## src/clkdrv_pkg.sv

```systemverilog
// Purpose: Shared constants for the clock output divider block
// Assumes: AXI4-Lite register access, 32-bit data, 20 MHz aclk
// Notes: Offsets are byte addresses of aligned words
package clkdrv_pkg;
	// Register byte offsets
	localparam logic [3:0] CTRL_OFFSET   = 4'h0;
	localparam logic [3:0] STATUS_OFFSET = 4'h4;
	localparam logic [3:0] PERIOD_OFFSET = 4'h8;
	// Control field positions
	localparam int CTRL_LOOP_BIT     = 0;
	localparam int CTRL_RANGE_BIT    = 1;
	localparam int CTRL_POLARITY_BIT = 2;
	localparam int CTRL_REFSEL_BIT   = 3;
	localparam int CTRL_FB_LSB       = 4;
	localparam int CTRL_WIDTH        = 6;
	// Control reset value: test mode, all fields low
	localparam logic [5:0] CTRL_RESET = 6'h00;
	// Status field positions
	localparam int STAT_LOCK_BIT   = 0;
	localparam int STAT_ENABLE_BIT = 1;
	localparam int STAT_DOUBLE_BIT = 2;
	localparam int STAT_BASE_BIT   = 3;
	localparam int STAT_HALF_BIT   = 4;
	// AXI response codes
	localparam logic [1:0] RESP_OKAY   = 2'b00;
	localparam logic [1:0] RESP_SLVERR = 2'b10;
	// Divider chain states at an aligned reference edge
	localparam logic [2:0] CHAIN_ALL_HIGH = 3'h7;
	localparam logic [2:0] CHAIN_ALL_LOW  = 3'h0;
	// Loop steps per reference period, as shift counts
	localparam logic [1:0] SHIFT_DOUBLE = 2'h1;
	localparam logic [1:0] SHIFT_BASE   = 2'h2;
	localparam logic [1:0] SHIFT_HALF   = 2'h3;
	// Aligned edges needed before lock is reported
	localparam logic [1:0] LOCK_EDGES = 2'h2;
	// Feedback source encodings
	typedef enum logic [1:0] {
		FB_HALF, FB_BASE, FB_INVERTED, FB_DOUBLE
	} fb_source_t;
endpackage : clkdrv_pkg

```

## src/level_sync.sv

```systemverilog
// Purpose: Two-flop synchroniser for asynchronous pin levels
// Assumes: Inputs are levels slower than aclk
// Notes: First stage is read only by the second stage
module level_sync #(
	parameter int WIDTH = 1
) (
	// Clock and reset
	input  wire logic             aclk,
	input  wire logic             aresetn,
	// Levels
	input  wire logic [WIDTH-1:0] async_in,
	output logic      [WIDTH-1:0] sync_out
);
	logic [WIDTH-1:0] stage1; // Metastability catcher

	// Two stages, reset to low
	always_ff @(posedge aclk) begin
		if (!aresetn) begin
			stage1   <= '0;
			sync_out <= '0;
		end else begin
			stage1   <= async_in;
			sync_out <= stage1;
		end
	end
endmodule : level_sync

```

## src/pll_clock_output_divider.sv

```systemverilog
// Purpose: Digital output generation of a zero-delay clock driver
// Assumes: Reference clocks well below aclk/4; modelled by sampling
// Notes: Loop mode is a digital period tracker, not an analog loop
// Behaviour
// Loop off: dividers run from selected reference
// Test, range high: double output inverts reference
// Test, range high: base outputs divide by two
// Test, range high: half output divides by four
// Test, range low: divide by two, four, eight
// Loop mode: feedback output matches reference frequency
// Double feedback: base half, half quarter rate
// Base feedback: half half-rate, double twice
// Half feedback: base twice, double four times
// Polarity picks falling or rising edge alignment
// Enable low clears dividers, tri-states outputs
// All outputs come from one divider chain; the range-high test double is the inverted reference
//
// Chosen here: the register addresses and register access over AXI4-Lite.
module pll_clock_output_divider
	import clkdrv_pkg::*;
#(
	parameter int PERIOD_W = 16
) (
	// Clock and reset
	input  wire logic        aclk,
	input  wire logic        aresetn,
	// AXI4-Lite write address
	input  wire logic [3:0]  s_axi_awaddr,
	input  wire logic        s_axi_awvalid,
	output logic             s_axi_awready,
	// AXI4-Lite write data
	input  wire logic [31:0] s_axi_wdata,
	input  wire logic [3:0]  s_axi_wstrb,
	input  wire logic        s_axi_wvalid,
	output logic             s_axi_wready,
	// AXI4-Lite write response
	output logic [1:0]       s_axi_bresp,
	output logic             s_axi_bvalid,
	input  wire logic        s_axi_bready,
	// AXI4-Lite read address
	input  wire logic [3:0]  s_axi_araddr,
	input  wire logic        s_axi_arvalid,
	output logic             s_axi_arready,
	// AXI4-Lite read data
	output logic [31:0]      s_axi_rdata,
	output logic [1:0]       s_axi_rresp,
	output logic             s_axi_rvalid,
	input  wire logic        s_axi_rready,
	// Reference and enable pins
	input  wire logic        reference_clock_a,
	input  wire logic        reference_clock_b,
	input  wire logic        output_enable_n_clear,
	// Clock outputs with enables
	output logic             double_rate_out,
	output logic             double_rate_oe,
	output logic [4:0]       base_rate_outs,
	output logic [4:0]       base_rate_oe,
	output logic             inverted_base_out,
	output logic             inverted_base_oe,
	output logic             half_rate_out,
	output logic             half_rate_oe
);
	logic [CTRL_WIDTH-1:0] ctrl;         // Control register
	logic [2:0]            pins;         // Synchronised pin levels
	logic                  ref_prev;     // Reference one cycle ago
	logic                  ref_now;      // Selected reference level
	logic                  fall_edge;    // Reference falling edge
	logic                  align_edge;   // Chosen aligned edge
	logic                  enabled;      // Outputs enabled
	logic                  loop_on;      // Loop engaged
	logic                  range_hi;     // Range select high
	logic                  fb_inv;       // Inverted output is feedback
	fb_source_t            fb_src;       // Feedback source
	logic [2:0]            chain;        // Common divider chain
	logic                  tap_invert;   // Read chain as a down count
	logic [2:0]            fb_mask;      // Chain bits up to feedback tap
	logic [PERIOD_W-1:0]   period_cnt;   // Cycles since aligned edge
	logic [PERIOD_W-1:0]   period;       // Measured reference period
	logic [PERIOD_W-1:0]   step_len;     // Cycles per chain step
	logic [PERIOD_W-1:0]   step_cnt;     // Cycles into current step
	logic [1:0]            step_shift;   // Steps per period as shift
	logic [1:0]            edge_count;   // Aligned edges seen
	logic                  locked;       // Period tracked twice
	logic                  next_double;  // Double output next value
	logic                  next_base;    // Base output next value
	logic                  next_half;    // Half output next value
	logic                  aw_held;      // Write address captured
	logic                  w_held;       // Write data captured
	logic [3:0]            aw_addr;      // Captured write address
	logic [31:0]           w_data;       // Captured write data
	logic [3:0]            w_strb;       // Captured write strobes

	// Pins cross into aclk through two flops
	level_sync #(
		.WIDTH(3)
	) u_pin_sync (
		.aclk     (aclk),
		.aresetn  (aresetn),
		.async_in ({output_enable_n_clear, reference_clock_b, reference_clock_a}),
		.sync_out (pins)
	);

	// Decode control and select reference
	always_comb begin
		loop_on    = ctrl[CTRL_LOOP_BIT];
		range_hi   = ctrl[CTRL_RANGE_BIT];
		fb_src     = fb_source_t'(ctrl[CTRL_FB_LSB +: 2]);
		fb_inv     = (fb_src == FB_INVERTED);
		enabled    = pins[2];
		ref_now    = ctrl[CTRL_REFSEL_BIT] ? pins[1] : pins[0];
		fall_edge  = ref_prev && !ref_now;
		// Polarity high aligns on falling edges, else rising
		align_edge = ctrl[CTRL_POLARITY_BIT] ? fall_edge : (!ref_prev && ref_now);
		// Rising alignment needs a down count; inverted feedback swaps it
		tap_invert = loop_on && !(ctrl[CTRL_POLARITY_BIT] ^ fb_inv);
	end

	// Steps per reference period follow the fed-back output
	always_comb begin
		case (fb_src)
			FB_DOUBLE: step_shift = SHIFT_DOUBLE;
			FB_HALF:   step_shift = SHIFT_HALF;
			default:   step_shift = SHIFT_BASE;
		endcase
		step_len = period >> step_shift;
		// Bits up to the fed-back tap wrap only at an aligned edge
		fb_mask  = 3'((4'h1 << step_shift) - 4'h1);
		// Guard against a zero step on very fast references
		if (step_len == '0) begin
			step_len = {{(PERIOD_W-1){1'b0}}, 1'b1};
		end
	end

	// Previous reference level for edge detection
	always_ff @(posedge aclk) begin
		if (!aresetn) begin
			ref_prev <= 1'b0;
		end else begin
			ref_prev <= ref_now;
		end
	end

	// Reference period measurement between aligned edges
	always_ff @(posedge aclk) begin
		if (!aresetn || !enabled || !loop_on) begin
			period_cnt <= '0;
			period     <= '0;
			edge_count <= '0;
		end else if (align_edge) begin
			period_cnt <= '0;
			period     <= period_cnt + 1'b1;
			if (edge_count != LOCK_EDGES) begin
				edge_count <= edge_count + 1'b1;
			end
		end else if (period_cnt != '1) begin
			period_cnt <= period_cnt + 1'b1;
		end
	end

	// Lock once one full period has been measured, after two aligned edges
	always_ff @(posedge aclk) begin
		if (!aresetn) begin
			locked <= 1'b0;
		end else begin
			locked <= loop_on && enabled && (edge_count == LOCK_EDGES);
		end
	end

	// Common divider chain for every output but the range-high test double
	always_ff @(posedge aclk) begin
		if (!aresetn || !enabled) begin
			chain    <= '0;
			step_cnt <= '0;
		end else if (!loop_on) begin
			// Test mode steps on each falling reference edge
			step_cnt <= '0;
			if (fall_edge) begin
				chain <= chain + 1'b1;
			end
		end else if (align_edge) begin
			// Fed-back tap and faster bits wrap, slower ones carry
			chain    <= (chain | fb_mask) + 3'h1;
			step_cnt <= '0;
		end else if (step_cnt >= step_len - 1'b1) begin
			// Stall below the wrap: a fast step never carries early
			chain    <= ((chain & fb_mask) == fb_mask) ? chain : chain + 1'b1;
			step_cnt <= '0;
		end else begin
			step_cnt <= step_cnt + 1'b1;
		end
	end

	// Output taps from the chain, double from the reference in range-high test
	always_comb begin
		if (!loop_on && range_hi) begin
			next_double = !ref_now;
			next_base   = chain[0];
			next_half   = chain[1];
		end else begin
			// Loop mode and low-range test share one tapping, loop may invert
			next_double = chain[0] ^ tap_invert;
			next_base   = chain[1] ^ tap_invert;
			next_half   = chain[2] ^ tap_invert;
		end
	end

	// Registered outputs and enables
	always_ff @(posedge aclk) begin
		if (!aresetn || !enabled) begin
			double_rate_out   <= 1'b0;
			base_rate_outs    <= '0;
			inverted_base_out <= 1'b0;
			half_rate_out     <= 1'b0;
			double_rate_oe    <= 1'b0;
			base_rate_oe      <= '0;
			inverted_base_oe  <= 1'b0;
			half_rate_oe      <= 1'b0;
		end else begin
			double_rate_out   <= next_double;
			base_rate_outs    <= {5{next_base}};
			inverted_base_out <= !next_base;
			half_rate_out     <= next_half;
			double_rate_oe    <= 1'b1;
			base_rate_oe      <= '1;
			inverted_base_oe  <= 1'b1;
			half_rate_oe      <= 1'b1;
		end
	end

	// Write address channel: hold one address until answered
	always_ff @(posedge aclk) begin
		if (!aresetn) begin
			aw_held       <= 1'b0;
			aw_addr       <= '0;
			s_axi_awready <= 1'b0;
		end else if (s_axi_awready && s_axi_awvalid) begin
			aw_held       <= 1'b1;
			aw_addr       <= s_axi_awaddr;
			s_axi_awready <= 1'b0;
		end else if (s_axi_bvalid && s_axi_bready) begin
			aw_held       <= 1'b0;
			s_axi_awready <= 1'b1;
		end else begin
			s_axi_awready <= !aw_held && !s_axi_bvalid;
		end
	end

	// Write data channel: hold one word until answered
	always_ff @(posedge aclk) begin
		if (!aresetn) begin
			w_held       <= 1'b0;
			w_data       <= '0;
			w_strb       <= '0;
			s_axi_wready <= 1'b0;
		end else if (s_axi_wready && s_axi_wvalid) begin
			w_held       <= 1'b1;
			w_data       <= s_axi_wdata;
			w_strb       <= s_axi_wstrb;
			s_axi_wready <= 1'b0;
		end else if (s_axi_bvalid && s_axi_bready) begin
			w_held       <= 1'b0;
			s_axi_wready <= 1'b1;
		end else begin
			s_axi_wready <= !w_held && !s_axi_bvalid;
		end
	end

	// Register write and response once both halves are held
	always_ff @(posedge aclk) begin
		if (!aresetn) begin
			ctrl         <= CTRL_RESET;
			s_axi_bvalid <= 1'b0;
			s_axi_bresp  <= RESP_OKAY;
		end else if (s_axi_bvalid) begin
			if (s_axi_bready) begin
				s_axi_bvalid <= 1'b0;
			end
		end else if (aw_held && w_held) begin
			s_axi_bvalid <= 1'b1;
			if (aw_addr == CTRL_OFFSET) begin
				s_axi_bresp <= RESP_OKAY;
				// Only the low byte holds control fields
				if (w_strb[0]) begin
					ctrl <= w_data[CTRL_WIDTH-1:0];
				end
			end else if (aw_addr == STATUS_OFFSET || aw_addr == PERIOD_OFFSET) begin
				// Read-only words accept and drop writes
				s_axi_bresp <= RESP_OKAY;
			end else begin
				s_axi_bresp <= RESP_SLVERR;
			end
		end
	end

	// Read channel: one outstanding read, answered next cycle
	always_ff @(posedge aclk) begin
		if (!aresetn) begin
			s_axi_arready <= 1'b0;
			s_axi_rvalid  <= 1'b0;
			s_axi_rdata   <= '0;
			s_axi_rresp   <= RESP_OKAY;
		end else if (s_axi_rvalid) begin
			if (s_axi_rready) begin
				s_axi_rvalid  <= 1'b0;
				s_axi_arready <= 1'b1;
			end
		end else if (s_axi_arready && s_axi_arvalid) begin
			s_axi_arready <= 1'b0;
			s_axi_rvalid  <= 1'b1;
			s_axi_rresp   <= RESP_OKAY;
			s_axi_rdata   <= '0;
			case (s_axi_araddr)
				CTRL_OFFSET: begin
					s_axi_rdata[CTRL_WIDTH-1:0] <= ctrl;
				end
				STATUS_OFFSET: begin
					s_axi_rdata[STAT_LOCK_BIT]   <= locked;
					s_axi_rdata[STAT_ENABLE_BIT] <= enabled;
					s_axi_rdata[STAT_DOUBLE_BIT] <= double_rate_out;
					s_axi_rdata[STAT_BASE_BIT]   <= base_rate_outs[0];
					s_axi_rdata[STAT_HALF_BIT]   <= half_rate_out;
				end
				PERIOD_OFFSET: begin
					s_axi_rdata[PERIOD_W-1:0] <= period;
				end
				default: begin
					s_axi_rresp <= RESP_SLVERR;
				end
			endcase
		end else begin
			s_axi_arready <= 1'b1;
		end
	end
endmodule : pll_clock_output_divider

```

## config.mk

```make
export PLATFORM = sky130hd
export DESIGN_NAME = pll_clock_output_divider
export DESIGN_NICKNAME = d
export VERILOG_FILES = /design/src/clkdrv_pkg.sv /design/src/level_sync.sv /design/src/pll_clock_output_divider.sv
export SDC_FILE = /design/constraint.sdc
export NUM_CORES = 1
export LEC_CHECK = 0
export BUFFER_PORTS_ARGS = -buffer_cell sky130_fd_sc_hd__buf_4
export CAP_MARGIN = 20
export CELL_PAD_IN_SITES_DETAIL_PLACEMENT = 0
export CELL_PAD_IN_SITES_GLOBAL_PLACEMENT = 1
export CORE_MARGIN = 2
export CORE_UTILIZATION = 30
export DETAILED_ROUTE_END_ITERATION = 16
export GPL_ROUTABILITY_DRIVEN = 0
export PLACE_DENSITY = 0.62
export SLEW_MARGIN = 20
export SYNTH_ARGS = -nofsm -noshare
export SYNTH_HDL_FRONTEND = slang
export SYNTH_SLANG_ARGS = --single-unit
```

## constraint.sdc

```tcl
create_clock -name aclk -period 6.3 [get_ports aclk]
set_clock_uncertainty 0.15 [all_clocks]
set_input_delay 0 -clock aclk [delete_from_list [all_inputs] [get_ports aclk]]
set_output_delay 0 -clock aclk [all_outputs]
set_load 0.01 [all_outputs]
```

======== Yosys cells after proc, flatten, opt, wreduce, memory -nomap -nowiden ========
Cells that the tools add are included.
operators by class
  add/subtract/negate cells ............... 7
  $lt $le $gt $ge ......................... 1
  equality and inequality tests ........... 13
  shift operators ......................... 2
  muxes and demuxes ....................... 34
  bitwise logic cells ..................... 10
  reductions and logical operators ........ 43
operators with widths
  operator                                            count
  adder 16 x 1 -> 16 bit, second input constant       2
  2-to-1 mux 1 bit                                    20
  >= comparator 16 bit                                1
  zero test 16 bit                                    1
  2-to-1 mux 16 bit                                   1
  inequality test 16 bit, second input constant       1
  >> shifter 16 x 2 -> 16 bit                         1
  subtractor 16 x 1 -> 16 bit, second input constant  1
  2-to-1 mux 3 bit                                    5
  case mux 5 bit (3 select lines)                     1
  logical AND 1 bit                                   13
  zero test 1 bit                                     10
  2-to-1 mux 10 bit                                   1
  == test 4 x 3 -> 1 bit, second input constant       2
  == test 4 bit, second input constant                2
  zero test 4 bit                                     2
  adder 3 x 1 -> 3 bit, second input constant         2
  == test 2 bit, second input constant                3
  2-to-1 mux 2 bit                                    3
  AND reduction 2 bit                                 3
  nonzero test 2 bit                                  3
  OR reduction 2 bit                                  3
  2-to-1 mux 5 bit                                    1
  inverter 1 bit                                      4
  19 further kinds                                    24
storage, ports and cells
  bits in registers ....................... 115
  input port bits ......................... 54
  output and inout port bits .............. 57
  word-level logic and storage cells ...... 139

======== Logic depth before layout (Yosys ltp) ========
Gate-level depths: netlist of the first run.
  word-level depth ........................ 10
  mapped depth ............................ 22
  gate-level depth less buffers ........... 19

======== Modules after synthesis ========
From an unflattened synthesis of the first run, not the netlist that was laid out.
unflattened totals
  cells, all modules ...................... 646
  area, all modules ....................... 5743.0 µm²
by module, submodules not included
  module                    instances  cells an instance  area an instance (µm²)  seq. area each (µm²)
  pll_clock_output_divider  1          634                5585.4                  2042.0
  level_sync                1          12                 157.7                   120.1

======== Worst setup path after synthesis of the first run ========
OpenSTA, ideal clock, no wires.
  kind .................................... register to register
  start point ............................. reg ctrl[4]
  end point ............................... reg step_cnt[10]
  arrival ................................. 4252 ps
  required time ........................... 6086 ps
  setup slack ............................. 1834 ps
  cell stages (with the launch flop) ...... 23
  path buffers ............................ 3
  period minus slack after synthesis ...... 4466 ps
  cell sequence ........................... dfxtp_1 inv_1 ha_1 buf_6 buf_2 inv_1 mux2i_1 and2b_4 and2_4 a21oi_1 ha_1 and4b_1 and3_1 nand3b_1 xor2_1 ha_1 a21o_1 a21oi_1 o22ai_1 nor4b_2 nand3_2 buf_2 nor2_1
between the ends
  cells in the longest elaborated chain, start to end .. 8
  elaborated cells on any way between the ends .. 9
ends and longest elaborated chain
  item                                              RTL line                         RTL
  from (decl)                                       pll_clock_output_divider.sv:63   logic [CTRL_WIDTH-1:0] ctrl;
  from (signal assigned)                            pll_clock_output_divider.sv:284  ctrl <= w_data[CTRL_WIDTH-1:0];
  == test 2 bit or zero test 2 bit (tied branches)  pll_clock_output_divider.sv:120  case (fb_src)
  case mux 2 bit (2 select lines) *                 pll_clock_output_divider.sv:120
  >> shifter 16 x 2 -> 16 bit *                     pll_clock_output_divider.sv:125  step_len = period >> step_shift;
  zero test 16 bit                                  pll_clock_output_divider.sv:129  if (step_len == '0) begin
  2-to-1 mux 16 bit *                               pll_clock_output_divider.sv:129
  subtractor 16 x 1 -> 16 bit *                     pll_clock_output_divider.sv:184  end else if (step_cnt >= step_len - 1'b1) begin
  >= comparator 16 bit *                            pll_clock_output_divider.sv:184
  OR reduction 4 bit (no source line) *             -
  to (signal assigned)                              pll_clock_output_divider.sv:189  step_cnt <= step_cnt + 1'b1;
  to (decl)                                         pll_clock_output_divider.sv:80   logic [PERIOD_W-1:0] step_cnt;
Every way passes the cells marked *; elsewhere a longest branch is shown, timed or not.
A chain may end at the register's enable or synchronous reset.

======== Worst setup path after layout of the first run ========
  start point ............................. reg ctrl[4]
  end point ............................... reg step_cnt[9]
Same word-level chain as after synthesis.

==> run_results.csv, run 1 <==
group,metric,value,unit
routing,drt_iter0_drc,271,
grt,grt_overflow,0,
pwr,switching_share,0.242,
pwr,p_switching,0.339,mW
floorplanning,die_w,144,um
timing,post-route-period-util,0.839,
critical_path,path_cells,"ha_1 > mux2_4 > mux2_2 > a2111oi_4 > and2_4 > a21oi_1 > ha_1 > and4b_1 > and3_1 > nand3b_1 > xor2_1 > ha_1 > nand4_1 > o22ai_1 > nor4b_2 > nand3_2 > nor2_1",
routing,routedWlPerCell,13.4,um
logic_synthesis,synthArstFlopShare,0,
floorplanning,num_rows,51,
final_layout,final_cells,1008,
grt,grtUsageTotal,0.137,
cts,cts_max_level,3,
logic_synthesis,synth-edff-count,0,
pwr,power.leakage,2.74,nW
timing,setup_viol,0,
cts,postCtsResizedCells,0,
pwr,p_int,1.06,mW
critical_path,crit_required,6440,ps
timing,slew_viol_final,0,
cts,clk_pin_slew_worst_paths,90,ps
critical_path,cp_slowest_stage_delay,760,ps
final_layout,finalCoreUtilization,0.375,
logic_synthesis,seq_area_frac_synth,0.370,
final_layout,layout-drive-gt1-share,0.155,
timing,final_hold_viol_count,0,
cts,clockRootBuffer,"clkbuf_16",
pwr,seq_power_share,0.499,
critical_path,crit_slowest_cell,"ha_1",
timing,rsz0062_at_grt,"false",
critical_path,cp_top_family,"simple AND/OR/NAND/NOR gates",
timing,fmax,189,MHz
timing,relSlewSlack,0.417,
floorplanning,dieHeight,144,um
cts,post_cts_buffers,0,
routing,antenna_left,0,
cts,clockBufferDepth,2,
min_path,hold_depth,3,
critical_path,worstPathArrival,5430,ps
critical_path,cp.depth,17,
routing,vias,4702,
logic_synthesis,ys_warn_count,0,
routing,viasPerCell,4.66,
routing,drt_first_pass_iters,4,
pwr,power.density,194,mW/mm^2
cts,cts_tree,"yes",
grt,grt_pass1_vias,4484,
critical_path,path_max_fanout,20,
pwr,p_comb_frac,0.059,
critical_path,worst_setup_path_start_kind,"register",
logic_synthesis,ys.flop_type,"dfxtp_1",
final_layout,fin_nets,818,
critical_path,reg2reg_depth,17,
cts,holdBufCountCts,52,
grt,antenna_found_initial,0,
critical_path,cp.buffers_inverters,0,
run_status,status,"complete, no violations",
timing,fin_tns_setup,0,ps
final_layout,n_fill_cell,1958,
floorplanning,core_area,0.0193,mm^2
timing,tightestPinTransition,874,ps
logic_synthesis,ys_types,63,
grt,grt_max_degree,51,
logic_synthesis,synthCells,647,
floorplanning,ios,111,
floorplanning,start_util,0.303,
final_layout,antenna_cells,0,
critical_path,crit_top_cell,"ha_1",
logic_synthesis,synth_area,0.00584,mm^2
cts,cts_buffers,9,
placement,hpwlAfterDp,9700,um
routing,wirelength,13500,um
critical_path,worstSetupEndpointType,"register",
cts,cts.sinks,108,
placement,placed_cells,940,
final_layout,layout_commonest_cell,"dfxtp_1",
cts,clock_latency,360,ps
final_layout,final_cell_mix,"dfxtp_1, buf_4, nand2_1",
routing,drc,0,
critical_path,crit_type,"register to register",
grt,grt_pass1_wl,22500,um
pwr,pwr-share-clk,0.442,
floorplanning,die_area,0.0206,mm^2
logic_synthesis,ys_ff_latch,108,
flow_run,cap_violations,0,
final_layout,area_growth,23.9,%
pwr,peakVddDrop,0.000117,V
placement,port_buffers,63,
timing,period_needed,5290,ps
min_path,hold_class,"primary input to register",
logic_synthesis,synth.avg_cell_area,9.02,um^2
-- power groups by stage --
stage                     logic, mW  registers (mW)  clock network, mW
after floorplan              0.0418           0.714                  0
after global placement       0.0590           0.715                  0
after detailed placement     0.0598           0.715                  0
after CTS                    0.0830           0.699              0.640
after global routing         0.0912           0.701              0.673
final                        0.0832           0.699              0.619
-- metrics by stage --
stage	power, mW	cell area [um^2]	worst slack (ps)	hold WS (ps)
finish	1.40	7230	1010	33.3
global route	1.47	7230	502	49.7
CTS	1.42	7230	924	34.8
detailed placement	0.775	6380	967	60.6
global placement	0.774	6380	1060	65.8
floorplan	0.756	5900	1830	-22.7
-- sequential cells by signal, indices dropped and copies added (netlist names), 2 cells and up --
name,cells
period,16
ctrl,6
step_cnt,16
chain,3
w_data,6
aw_addr,4
u_pin_sync.stage1,3
period_cnt,16
u_pin_sync.sync_out,3
edge_count,2
s_axi_rdata,16
-- cells in the mapped netlist, types with 5 or more instances --
cell,count,area share
a21boi_0,14,0.018
a21oi_1,29,0.025
a22oi_1,15,0.019
and2_1,8,0.0086
and3_1,12,0.013
and4_1,5,0.0075
buf_2,5,0.0043
buf_4,30,0.039
clkbuf_1,19,0.012
dfxtp_1,108,0.37
ha_1,26,0.056
inv_1,15,0.0096
mux2_2,5,0.0096
mux2i_1,29,0.050
mux4_2,6,0.023
nand2_1,66,0.042
nand3_1,31,0.027
nand4_1,9,0.0096
nor2_1,40,0.026
nor2b_1,28,0.030
nor3_1,7,0.0060
o21ai_0,32,0.027
xnor2_1,18,0.027
xor2_1,23,0.035
-- logic make-up (layout without fill, tap and decap cells) --
| group | count (synthesis) | in the layout | share of synthesized area |
|---|---|---|---|
| AND/OR/NAND/NOR | 229 | 229 | 0.203 |
| AO/OA/AOI/OAI | 124 | 124 | 0.141 |
| flip-flops | 108 | 108 | 0.370 |
| buffers and inverters | 73 | 152 | 0.0724 |
| multiplexers | 45 | 45 | 0.0949 |
| XOR/XNOR | 41 | 41 | 0.0615 |
| adder cells (fa/ha/maj) | 26 | 26 | 0.0557 |
| other | 1 | 18 | 0.000642 |
-- path summary, 6_finish.rpt --
| check | from | end | slack, ps |
|---|---|---|---|
| worst max-delay path | ctrl[4] | step_cnt[9] | 1010 |
| worst min-delay path | s_axi_wvalid | w_held | 30 |
| worst max register to register | ctrl[4] | step_cnt[9] | 1010 |
| worst min register to register | u_pin_sync.stage1[0] | u_pin_sync.sync_out[0] | 280 |
-- worst register-to-register path, cell delays in order, from the launching register on --
cell and delay [ps]:
dfxtp_1 420, ha_1 770, mux2_4 370, mux2_2 290, a2111oi_4 440, and2_4 250
a21oi_1 90, ha_1 240, and4b_1 240, and3_1 220, nand3b_1 120, xor2_1 160
ha_1 250, nand4_1 150, o22ai_1 150, nor4b_2 390, nand3_2 330, nor2_1 200
-- metal layers --
| layer | track usage | wire, um |
|---|---|---|
| met5 | 0 | 0 |
| met4 | 0.0423 | 142 |
| met3 | 0.0250 | 373 |
| met2 | 0.225 | 6370 |
| met1 | 0.183 | 6580 |
-- cell type report --
type | instances | area [um^2] | area share
clock inverter | 7 | 100 | 0.0138
timing repair buffer | 121 | 1040 | 0.144
tap | 265 | 332 | 0.0459
clock buffer | 9 | 225 | 0.0311
inverter | 15 | 56.3 | 0.00779
multi-input combinational | 483 | 3320 | 0.459
sequential | 108 | 2160 | 0.299
(Power assumes the default switching activity.)
==> run 2, diff against run 1 <==
==> constraint.sdc (replaced) <==
create_clock -name aclk -period 5.3 [get_ports aclk]
set_clock_uncertainty 0.15 [all_clocks]
set_input_delay 0 -clock aclk [delete_from_list [all_inputs] [get_ports aclk]]
set_output_delay 0 -clock aclk [all_outputs]
set_load 0.01 [all_outputs]
==> run 2 against run 1 <==
  * Global-route usage grew 0.18 points
  * Flip-flop and latch count is the same
  * Largest power group unchanged
  * Die area is the same
  * Highest routed layer unchanged
==> run_results.csv, run 2 (synthesis results as in run 1) <==
group,metric,value,unit
run_status,status,"complete, no violations",
routing,vias,4688,
cts,cts_max_level,3,
cts,cts_tree,"yes",
timing,worst_slack,390,ps
critical_path,crit_type,"register to register",
pwr,power.leakage,2.73,nW
floorplanning,start_util,0.303,
critical_path,worstSetupEndpointType,"register",
floorplanning,die_area,0.0206,mm^2
final_layout,antenna_cells,0,
cts,clk_pin_slew_worst_paths,80,ps
critical_path,crit_top_cell,"ha_1",
routing,viasPerCell,4.64,
grt,grt_max_degree,51,
critical_path,cp.buffers_inverters,2,
min_path,hold_class,"primary input to register",
critical_path,crit_slowest_cell,"mux4_2",
critical_path,worst_setup_path_start_kind,"register",
floorplanning,core_area,0.0193,mm^2
timing,slew_viol_final,0,
timing,final_hold_viol_count,0,
routing,drc,0,
critical_path,worstPathArrival,5050,ps
cts,clockBufferDepth,2,
floorplanning,dieHeight,144,um
floorplanning,die_w,144,um
critical_path,cp_top_family,"simple AND/OR/NAND/NOR gates",
placement,dp_slack,315,ps
routing,met3_length,356,um
timing,fmax,204,MHz
routing,drt_iter0_drc,152,
cts,clock_latency,360,ps
pwr,peakVddDrop,0.000160,V
pwr,power.density,220,mW/mm^2
routing,route.met2.wl,6660,um
grt,grtUsageTotal,0.139,
timing,rsz0062_at_grt,"false",
timing,holdWs,113,ps
critical_path,crit_required,5440,ps
final_layout,area_growth,24.0,%
final_layout,layout_commonest_cell,"dfxtp_1",
floorplanning,num_rows,51,
cts,cts.sinks,108,
final_layout,fin_nets,821,
routing,antenna_left,0,
timing,period_needed,4910,ps
timing,setup_viol,0,
routing,wirelength,13800,um
routing,drt_first_pass_iters,6,
routing,wl_met1,6490,um
critical_path,cp_slowest_stage_delay,530,ps
grt,grt_pass1_vias,4515,
grt,antenna_found_initial,0,
final_layout,n_fill_cell,1992,
flow_run,cap_violations,0,
floorplanning,ios,111,
routing,routed.top_layer,"met4",
cts,cts_buffers,9,
final_layout,final_cell_mix,"dfxtp_1, buf_4, nand2_1",
grt,grt_pass1_wl,22700,um
placement,port_buffers,63,
timing,fin_tns_setup,0,ps
timing,post-route-period-util,0.926,
final_layout,layout-drive-gt1-share,0.160,
timing,relSlewSlack,0.526,
timing,tightestPinTransition,708,ps
cts,post_cts_buffers,0,
critical_path,path_cells,"inv_1 > ha_1 > buf_12 > mux4_2 > nor2_1 > and4_1 > a21oi_1 > ha_1 > and4b_1 > and3_1 > nand3b_1 > xor2_1 > ha_1 > nand4_1 > o22ai_1 > nor4b_2 > a21o_1 > mux2i_1",
cts,clockRootBuffer,"clkbuf_16",
critical_path,path_max_fanout,11,
placement,hpwlAfterDp,10000,um
routing,routedWlPerCell,13.6,um
grt,grt_overflow,0,
==> run 2: cell types whose count changed in the layout (fill, tap and decap cells not counted), sizes merged <==
cell,delta
buf,+5
clkinvlp,+2
dlygate4sd3,-2
bufinv,-1
clkbuf,+1
clkinv,-1
inv,-1
==> run 2: what timing repair did <==
item / in CTS / in global routing
resized for setup: 0 / 1
endpoints found under the hold margin: 49 / 0
endpoints found under the setup margin: 0 / 9
hold buffers: 50 / 0
==> run 2: cell type report <==
type / count / area [um^2] / area share
clock buffers: 10 / 229 / 0.0316
flip-flops and latches: 108 / 2160 / 0.299
well taps: 265 / 332 / 0.0458
clock inverters: 6 / 55.1 / 0.00760
repair buffers: 124 / 1080 / 0.149
inverters: 15 / 56.3 / 0.00778
multi-input cells: 483 / 3320 / 0.459
==> run 2: worst register-to-register path, stage by stage (launching register included) <==
cell and delay (ps):
dfxtp_1 330, inv_1 60, ha_1 500, buf_12 190
mux4_2 540, nor2_1 220, and4_1 280, a21oi_1 110
ha_1 240, and4b_1 240, and3_1 210, nand3b_1 110
xor2_1 180, ha_1 260, nand4_1 160, o22ai_1 150
nor4b_2 470, a21o_1 270, mux2i_1 190
==> run 2: worst paths after layout <==
kind | from | cells past startpoint | slack, ps | endpoint
max | ctrl[4] | 18 | 390 | chain[0]
min | s_axi_araddr[3] | 5 | 110 | s_axi_rdata[3]
max reg2reg | ctrl[4] | 18 | 390 | chain[0]
min reg2reg | u_pin_sync.stage1[0] | 1 | 280 | u_pin_sync.sync_out[0]
==> run 2: routing by layer <==
| layer | global-route usage | vias up |
|---|---|---|
| li1 | - | 2414 |
| met1 | 0.179 | 2185 |
| met2 | 0.234 | 72 |
| met3 | 0.0167 | 17 |
| met4 | 0.0573 | 0 |
| met5 | 0 | - |
==> run 2: where the power goes <==
group | internal, mW | total [mW] | leakage, nW | switching (mW)
Combinational | 0.0544 | 0.0981 | 1.72 | 0.0437
Clock | 0.329 | 0.662 | 0.133 | 0.333
Sequential | 0.822 | 0.831 | 0.874 | 0.00858
Total | 1.21 | 1.59 | 2.73 | 0.386
==> run 2: through the flow <==
| stage | util | instances | cell area, um^2 | power (mW) |
|---|---|---|---|---|
| after floorplan | - | 664 | 5900 | 0.899 |
| after global placement | 0.335 | 945 | 6450 | 0.920 |
| after detailed placement | 0.335 | 945 | 6450 | 0.921 |
| after CTS | 0.375 | 1011 | 7230 | 1.61 |
| after global routing | 0.376 | 1011 | 7240 | 1.66 |
| final | 0.376 | 1011 | 7240 | 1.59 |
